==> config.mk <==
export PLATFORM = sky130hd
export DESIGN_NAME = stdc_timer
export DESIGN_NICKNAME = d
export VERILOG_FILES = /design/src/stdc_pkg.sv /design/src/stdc_timer.sv
export VERILOG_INCLUDE_DIRS = /design/src
export SDC_FILE = /design/constraint.sdc
export NUM_CORES = 1
export LEC_CHECK = 0
export BUFFER_PORTS_ARGS = -buffer_cell sky130_fd_sc_hd__clkbuf_2
export CAP_MARGIN = 10
export CELL_PAD_IN_SITES_DETAIL_PLACEMENT = 1
export CELL_PAD_IN_SITES_GLOBAL_PLACEMENT = 1
export CORE_MARGIN = 2
export CORE_UTILIZATION = 25
export CTS_BUF_LIST = sky130_fd_sc_hd__clkbuf_4
export CTS_CLUSTER_SIZE = 12
export DETAILED_ROUTE_END_ITERATION = 8
export HOLD_SLACK_MARGIN = 0.12
export PLACE_DENSITY_LB_ADDON = 0.1
export SLEW_MARGIN = 20
export SYNTH_ARGS = -nofsm -noshare
export SYNTH_HDL_FRONTEND = slang
export SYNTH_SLANG_ARGS = --single-unit
==> constraint.sdc <==
create_clock -name hclk -period 4.3 [get_ports hclk]
set_input_delay 0.86 -clock hclk [delete_from_list [all_inputs] [get_ports hclk]]
set_output_delay 0.86 -clock hclk [all_outputs]
set_load 0.02 [all_outputs]
==> src/stdc_cfg.svh <==
// Purpose: constants of the system tick down counter
// Assumes: byte offsets within the counter's own address window
// Notes:   included by its bare name; definitions only
//
// Functional notes
// - tick counter is 24 bits, counts down while enabled, wraps at zero
// - once enabled, counting starts from the value the counter holds now
// - tick after reaching zero loads reload value, then keeps counting down
// - reached-zero flag sets when the count goes from one to zero
// - reading the control/status register clears the reached-zero flag
// - any write to current value clears counter and flag; reload follows
// - clearing the counter by a write never pends the tick exception
// - reading current value returns the live count at that access
// - reload of zero stops the counter at zero after the next wrap
// - counter holds while the processor is halted for debug
// - counter steps on processor clock or on an external reference
// - read-only calibration reports the preload for a 10 ms period
// - control/status holds clock select, enable, interrupt enable, status
// - tick exception priority sits in bits 31:30 of handler priority three
// - with interrupt enable bit 1 set, count to zero pends the exception
// - clock select bit 2: 0 external, 1 processor; fixed 1 without external
// - enable bit 0: 0 stops the counter, 1 lets it run
// - reload holds bits 23:0; upper bits read zero, writes ignored
`ifndef STDC_CFG_SVH
`define STDC_CFG_SVH

`define STDC_OFF_CTRL      12'h010
`define STDC_OFF_RELOAD    12'h014
`define STDC_OFF_CURRENT   12'h018
`define STDC_OFF_CALIB     12'h01C
`define STDC_OFF_PRIO3     12'h020

`define STDC_BIT_ENABLE    0
`define STDC_BIT_TICK_INTERRUPT_ENABLE   1
`define STDC_BIT_CLKSEL    2
`define STDC_BIT_FLAG      16
`define STDC_PRIO_HI       31
`define STDC_PRIO_LO       30

`define STDC_RST_ENABLE    1'b0
`define STDC_RST_TICK_INTERRUPT_ENABLE   1'b0
`define STDC_RST_CLKSEL    1'b1
`define STDC_RST_PRIO      2'h0

`define STDC_CALIB_PERIOD_US 10000
`define STDC_CLK_FREQ_MHZ    10

`endif

==> src/stdc_pkg.sv <==
// Purpose: types shared by the system tick down counter
// Assumes: nothing beyond the config header
// Notes:   carries the control fields and the captured bus address phase
package stdc_pkg;

  typedef struct packed {
    logic clk_sel;
    logic tick_int_en;
    logic enable;
  } stdc_ctrl_s;

  typedef struct packed {
    logic        valid;
    logic        write;
    logic [11:0] addr;
  } stdc_aphase_s;

endpackage

==> src/stdc_timer.sv <==
// Purpose: system tick down counter with an AHB-Lite register slave
// Assumes: halt input comes from logic on hclk; ext_ref_clk is a pin
// Notes:   zero wait states; reads are taken at the address phase
//
// Added by the designer: register access over AHB-Lite and the register offsets.
`timescale 1ns/1ps
`include "stdc_cfg.svh"

module stdc_timer #(
  parameter int CNT_W       = 24,
  parameter bit HAS_EXT_CLK = 1'b1
) (
  // bus clock and reset
  input  wire logic        hclk,
  input  wire logic        hresetn,
  // AHB-Lite slave
  input  wire logic        hsel,
  input  wire logic [11:0] haddr,
  input  wire logic [1:0]  htrans,
  input  wire logic        hwrite,
  input  wire logic [2:0]  hsize,
  input  wire logic [31:0] hwdata,
  input  wire logic        hready,
  output logic      [31:0] hrdata,
  output logic             hreadyout,
  output logic             hresp,
  // reference clock pin and debug halt
  input  wire logic        ext_ref_clk,
  input  wire logic        debug_halted,
  // exception side
  output logic             tick_pend,
  output logic      [1:0]  tick_exception_priority
);

  localparam int CALIB_CYC =
    `STDC_CALIB_PERIOD_US * `STDC_CLK_FREQ_MHZ;
  localparam logic [23:0] CALIB_VAL = 24'(CALIB_CYC - 1);

  generate
    if (CNT_W < 17 || CNT_W > 24) begin : g_bad_width
      $error("CNT_W must lie between 17 and 24");
    end
  endgenerate

  // register state
  stdc_pkg::stdc_ctrl_s   ctrl_q;
  stdc_pkg::stdc_aphase_s aph_q;
  logic [CNT_W-1:0]       cnt_q;
  logic [CNT_W-1:0]       cnt_d;
  logic [CNT_W-1:0]       reload_q;
  logic                   flag_q;
  logic                   flag_d;
  logic                   pend_q;
  logic                   pend_d;
  logic [1:0]             prio_q;
  logic [31:0]            rdata_q;
  logic                   ready_q;
  logic                   resp_q;

  // reference clock synchroniser
  logic ref_s1_q;
  logic ref_s2_q;
  logic ref_s3_q;

  // bus decode
  wire logic take     = hsel & htrans[1] & hready;
  wire logic rd_take  = take & ~hwrite;
  wire logic wr_data  = aph_q.valid & aph_q.write;
  wire logic wr_ctrl  = wr_data & (aph_q.addr == `STDC_OFF_CTRL);
  wire logic wr_rel   = wr_data & (aph_q.addr == `STDC_OFF_RELOAD);
  wire logic wr_cur   = wr_data & (aph_q.addr == `STDC_OFF_CURRENT);
  wire logic wr_prio  = wr_data & (aph_q.addr == `STDC_OFF_PRIO3);
  wire logic rd_ctrl  = rd_take & (haddr == `STDC_OFF_CTRL);

  // count step source
  wire logic ext_edge = ref_s2_q & ~ref_s3_q;
  wire logic src_tick = ctrl_q.clk_sel | ext_edge;
  wire logic step     = ctrl_q.enable & ~debug_halted
                        & src_tick;
  wire logic at_zero  = (cnt_q == '0);
  wire logic at_one   = (cnt_q == CNT_W'(1));
  wire logic hits_0   = step & at_one;

  // read mux, zero-extended fields
  wire logic [31:0] rd_ctrl_w = {15'h0000, flag_q, 13'h0000,
                                 ctrl_q.clk_sel, ctrl_q.tick_int_en,
                                 ctrl_q.enable};
  wire logic [31:0] rd_rel_w  = 32'(reload_q);
  wire logic [31:0] rd_cur_w  = 32'(cnt_q);
  wire logic [31:0] rd_cal_w  = {8'h00, CALIB_VAL};
  wire logic [31:0] rd_pri_w  = {prio_q, 30'h00000000};
  wire logic [31:0] rd_mux =
    (haddr == `STDC_OFF_CTRL)    ? rd_ctrl_w :
    (haddr == `STDC_OFF_RELOAD)  ? rd_rel_w  :
    (haddr == `STDC_OFF_CURRENT) ? rd_cur_w  :
    (haddr == `STDC_OFF_CALIB)   ? rd_cal_w  :
    (haddr == `STDC_OFF_PRIO3)   ? rd_pri_w  : 32'h00000000;

  // counter next value
  always_comb begin
    cnt_d = cnt_q;
    if (wr_cur) begin
      cnt_d = '0;
    end else if (step) begin
      if (at_zero) begin
        cnt_d = reload_q;
      end else begin
        cnt_d = cnt_q - CNT_W'(1);
      end
    end
  end

  // flag: a set wins over a control read clear in the same cycle; a current value write clears
  always_comb begin
    flag_d = flag_q;
    if (rd_ctrl || wr_cur) begin
      flag_d = 1'b0;
    end
    if (hits_0 && !wr_cur) begin
      flag_d = 1'b1;
    end
  end

  // pend only on a real count to zero, never on a write clear
  always_comb begin
    pend_d = hits_0 & ~wr_cur & ctrl_q.tick_int_en;
  end

  always_ff @(posedge hclk or negedge hresetn) begin
    if (!hresetn) begin
      ref_s1_q <= 1'b0;
      ref_s2_q <= 1'b0;
      ref_s3_q <= 1'b0;
    end else begin
      ref_s1_q <= ext_ref_clk;
      ref_s2_q <= ref_s1_q;
      ref_s3_q <= ref_s2_q;
    end
  end

  always_ff @(posedge hclk or negedge hresetn) begin
    if (!hresetn) begin
      aph_q <= '0;
    end else if (hready) begin
      aph_q <= '{valid: take, write: hwrite, addr: haddr};
    end
  end

  always_ff @(posedge hclk or negedge hresetn) begin
    if (!hresetn) begin
      ctrl_q <= '{clk_sel:     `STDC_RST_CLKSEL,
                  tick_int_en: `STDC_RST_TICK_INTERRUPT_ENABLE,
                  enable:      `STDC_RST_ENABLE};
    end else if (wr_ctrl) begin
      ctrl_q.enable      <= hwdata[`STDC_BIT_ENABLE];
      ctrl_q.tick_int_en <= hwdata[`STDC_BIT_TICK_INTERRUPT_ENABLE];
      ctrl_q.clk_sel     <= HAS_EXT_CLK ?
                            hwdata[`STDC_BIT_CLKSEL] : 1'b1;
    end
  end

  always_ff @(posedge hclk or negedge hresetn) begin
    if (!hresetn) begin
      reload_q <= '0;
    end else if (wr_rel) begin
      reload_q <= hwdata[CNT_W-1:0];
    end
  end

  always_ff @(posedge hclk or negedge hresetn) begin
    if (!hresetn) begin
      prio_q <= `STDC_RST_PRIO;
    end else if (wr_prio) begin
      prio_q <= hwdata[`STDC_PRIO_HI:`STDC_PRIO_LO];
    end
  end

  always_ff @(posedge hclk or negedge hresetn) begin
    if (!hresetn) begin
      cnt_q  <= '0;
      flag_q <= 1'b0;
      pend_q <= 1'b0;
    end else begin
      cnt_q  <= cnt_d;
      flag_q <= flag_d;
      pend_q <= pend_d;
    end
  end

  // bus answer: always ready, always OKAY
  always_ff @(posedge hclk or negedge hresetn) begin
    if (!hresetn) begin
      rdata_q <= 32'h00000000;
      ready_q <= 1'b1;
      resp_q  <= 1'b0;
    end else begin
      rdata_q <= rd_take ? rd_mux : 32'h00000000;
      ready_q <= 1'b1;
      resp_q  <= 1'b0;
    end
  end

  assign hrdata                  = rdata_q;
  assign hreadyout               = ready_q;
  assign hresp                   = resp_q;
  assign tick_pend               = pend_q;
  assign tick_exception_priority = prio_q;

endmodule

==> results.txt <==
Synth Flop Type -> dfrtp_1
Leak Pwr -> 2.463 nW
core area -> 18770 um2
commonest non-fill, non-tap cell in the layout -> dfrtp_1
met3 usage -> 0.03018
Peak VDD IR -> 125.6 uV
clk sinks -> 98
Worst setup EP type -> flip-flop
Nets -> 581
Synth Register Bits -> 98
area of the die -> 20340 um2
unrepaired setup endpoints after global routing -> no
die height -> 142.6 um
gpl congestion -> 0.8082
Initial Utilization -> 0.2560
routed via count -> 3796
clk slew on worst S/H paths -> 160 ps
critical path class -> reg2reg
Largest delay share family, worst path -> simple AND/OR/NAND/NOR gates
largest net degree at the start of global routing -> 59
num ports -> 93
sequential area share after synthesis -> 0.5107
final worst path period share -> 0.6288
max incr delay on CP -> 620 ps
post-CTS setup buffer count -> 0
worst path bufs/invs -> 1
detailed router's first-iteration violation count -> 179
routed vias/inst -> 4.982
met2 Usage GRT -> 0.2457
worst path required time -> 4670 ps
overall routed net length -> 14460 um
Slew HR -> 0.4269
TritonRoute pass-1 iters -> 4
vias in the first global route -> 4093
Cells after Synth -> 459
register area -> 2454 um2
commonest cells after routing, fill and taps aside -> dfrtp_1, clkbuf_2, mux2_2, nor2_1, nand2_1
Slew @ Worst Pin -> 847.7 ps
Reg2Reg Depth -> 6
Clock Latency Late Sink -> 480 ps
Site Rows -> 50
post-CTS sizing -> 0
Post-Syn Area -> 4805 um2
CTS Buffer Depth -> 2
worst hold path depth -> 0
root buf cell -> clkbuf_4
Hold Path Class -> reg2reg
post-detail-place hpwl -> 10160 um
port bufs -> 74
max frequency -> 369.8 MHz
GRT Residual Overflow -> 0
synthesis-to-layout area growth -> 15.60%
syn_area_per_cell -> 10.47 um2
final hold viol count -> 0
status -> finished, final reports clean
CTS tree -> done
Post-synth EDFFs -> 0
Total GRT Usage -> 0.1483
setup_tns -> 0 ps
fin crit period -> 2704 ps
area of the multi-input gates -> 2152 um2
layout cells sized above 1 -> 0.2903
Arr. time, crit path -> 3070 ps
max_cap viols -> 0
Avg WL per Cell -> 18.97 um
hold buffer count at CTS -> 0
critical path startpoint category -> flip-flop
Worst Clk Skew -> 21.30 ps
fill cell count -> 2186
Final WS setup -> 1596 ps
PwrDens -> 338.9 nW/um2
Final Max Tran Viols -> 0
YS warnings -> 0
critical path peak fanout -> 13
antenna viol nets, final -> 0
global-route wire length before repair -> 23090 um
Yosys cell types -> 57
DRC Markers -> 0
Critical Path, Cell by Cell -> nor4_1, nand3_1, nor2_1, and3_1, buf_4, mux2_2
CTS H-Tree Depth -> 3
final core utilization -> 0.2959
Async SR Flop Fraction -> 1.000
# setup viols final -> 0
Global Route met1 Usage -> 0.2000
most used routing layer in global routing -> met2
Crit path depth -> 6
total CTS buffers -> 9
Die W -> 142.6 um
pre-CTS WS -> 1271 ps
initial antenna violation count -> 1
slowest library cell on the worst path -> and3_1
WHS -> 367.4 ps
## Yosys cell counts (5+ instances only)
cell       n  area [um2]
a21oi_1   23       115.1
a22oi_1   16       120.1
a31oi_1    5       31.28
buf_2      5       25.02
buf_4      8       60.06
clkbuf_1  22       82.58
dfrtp_1   97        2427
inv_1     10       37.54
mux2_2    42       473.0
mux2i_1    8       80.08
nand2_1   29       108.9
nand3_1   16       80.08
nand4_1    9       56.30
nor2_1    38       142.6
nor2b_1    6       37.54
nor3_1    12       60.06
nor4_1    10       62.56
o21a_1     5       37.54
o21ai_0   19       95.09
o22ai_1    8       50.05
or3_1      8       50.05
## per-layer routing
layer | routed length (um) | share of wire
met1 | 7048 | 0.49
met2 | 6825 | 0.47
met3 | 448 | 0.031
met4 | 132 | 0.0091
met5 | 0 | 0
## state kept, by name, indices dropped and copies added (netlist names)
register / flops
ref_s2_q: 1
ctrl_q: 3
cnt_q: 24
ref_s3_q: 1
tick_pend: 1
aph_q: 14
tick_exception_priority: 2
ref_s1_q: 1
hrdata: 26
flag_q: 1
reload_q: 24
## through the flow
step	std cells	power (mW)	instance area, um2
floorplan	465	1.188	4827
global placement	745	1.278	5376
detailed placement	745	1.290	5376
CTS	761	1.915	5552
global route	762	1.973	5554
finish	762	1.882	5554
## layout make-up
| class | instances | area share |
|---|---|---|
| Antenna cell | 1 | 0.0004506 |
| Clock buffer | 9 | 0.01216 |
| Clock inverter | 7 | 0.01937 |
| Inverter | 10 | 0.006758 |
| Multi-Input combinational cell | 320 | 0.3875 |
| Sequential cell | 98 | 0.4418 |
| Tap cell | 234 | 0.05271 |
| Timing Repair Buffer | 83 | 0.07930 |
## path summary, 6_finish.rpt
| path | to | slack, ps | from |
|---|---|---|---|
| max | reload_q[19] | 1600 | aph_q[9] |
| min | ref_s2_q | 370 | ref_s1_q |
| max reg2reg | reload_q[19] | 1600 | aph_q[9] |
| min reg2reg | ref_s2_q | 370 | ref_s1_q |
| max in group asynchronous | ctrl_q[1] | 2790 | hresetn |
| min in group asynchronous | reload_q[4] | 430 | hresetn |
## where the power goes
group          internal (mW)  switching (mW)
Sequential             0.968          0.0749
Combinational         0.0913           0.134
Clock                  0.289           0.325
## cell families after synthesis
kind of cell,after synthesis,synth area share
AO/OA/AOI/OAI,97,0.1328
adder cells (fa/ha/maj),3,0.007813
buffers and inverters,47,0.04609
flip-flops,98,0.5107
multiplexers,50,0.1151
other,2,0.001563
AND/OR/NAND/NOR,162,0.1859
Note: power is estimated with default switching activity, not from simulation.
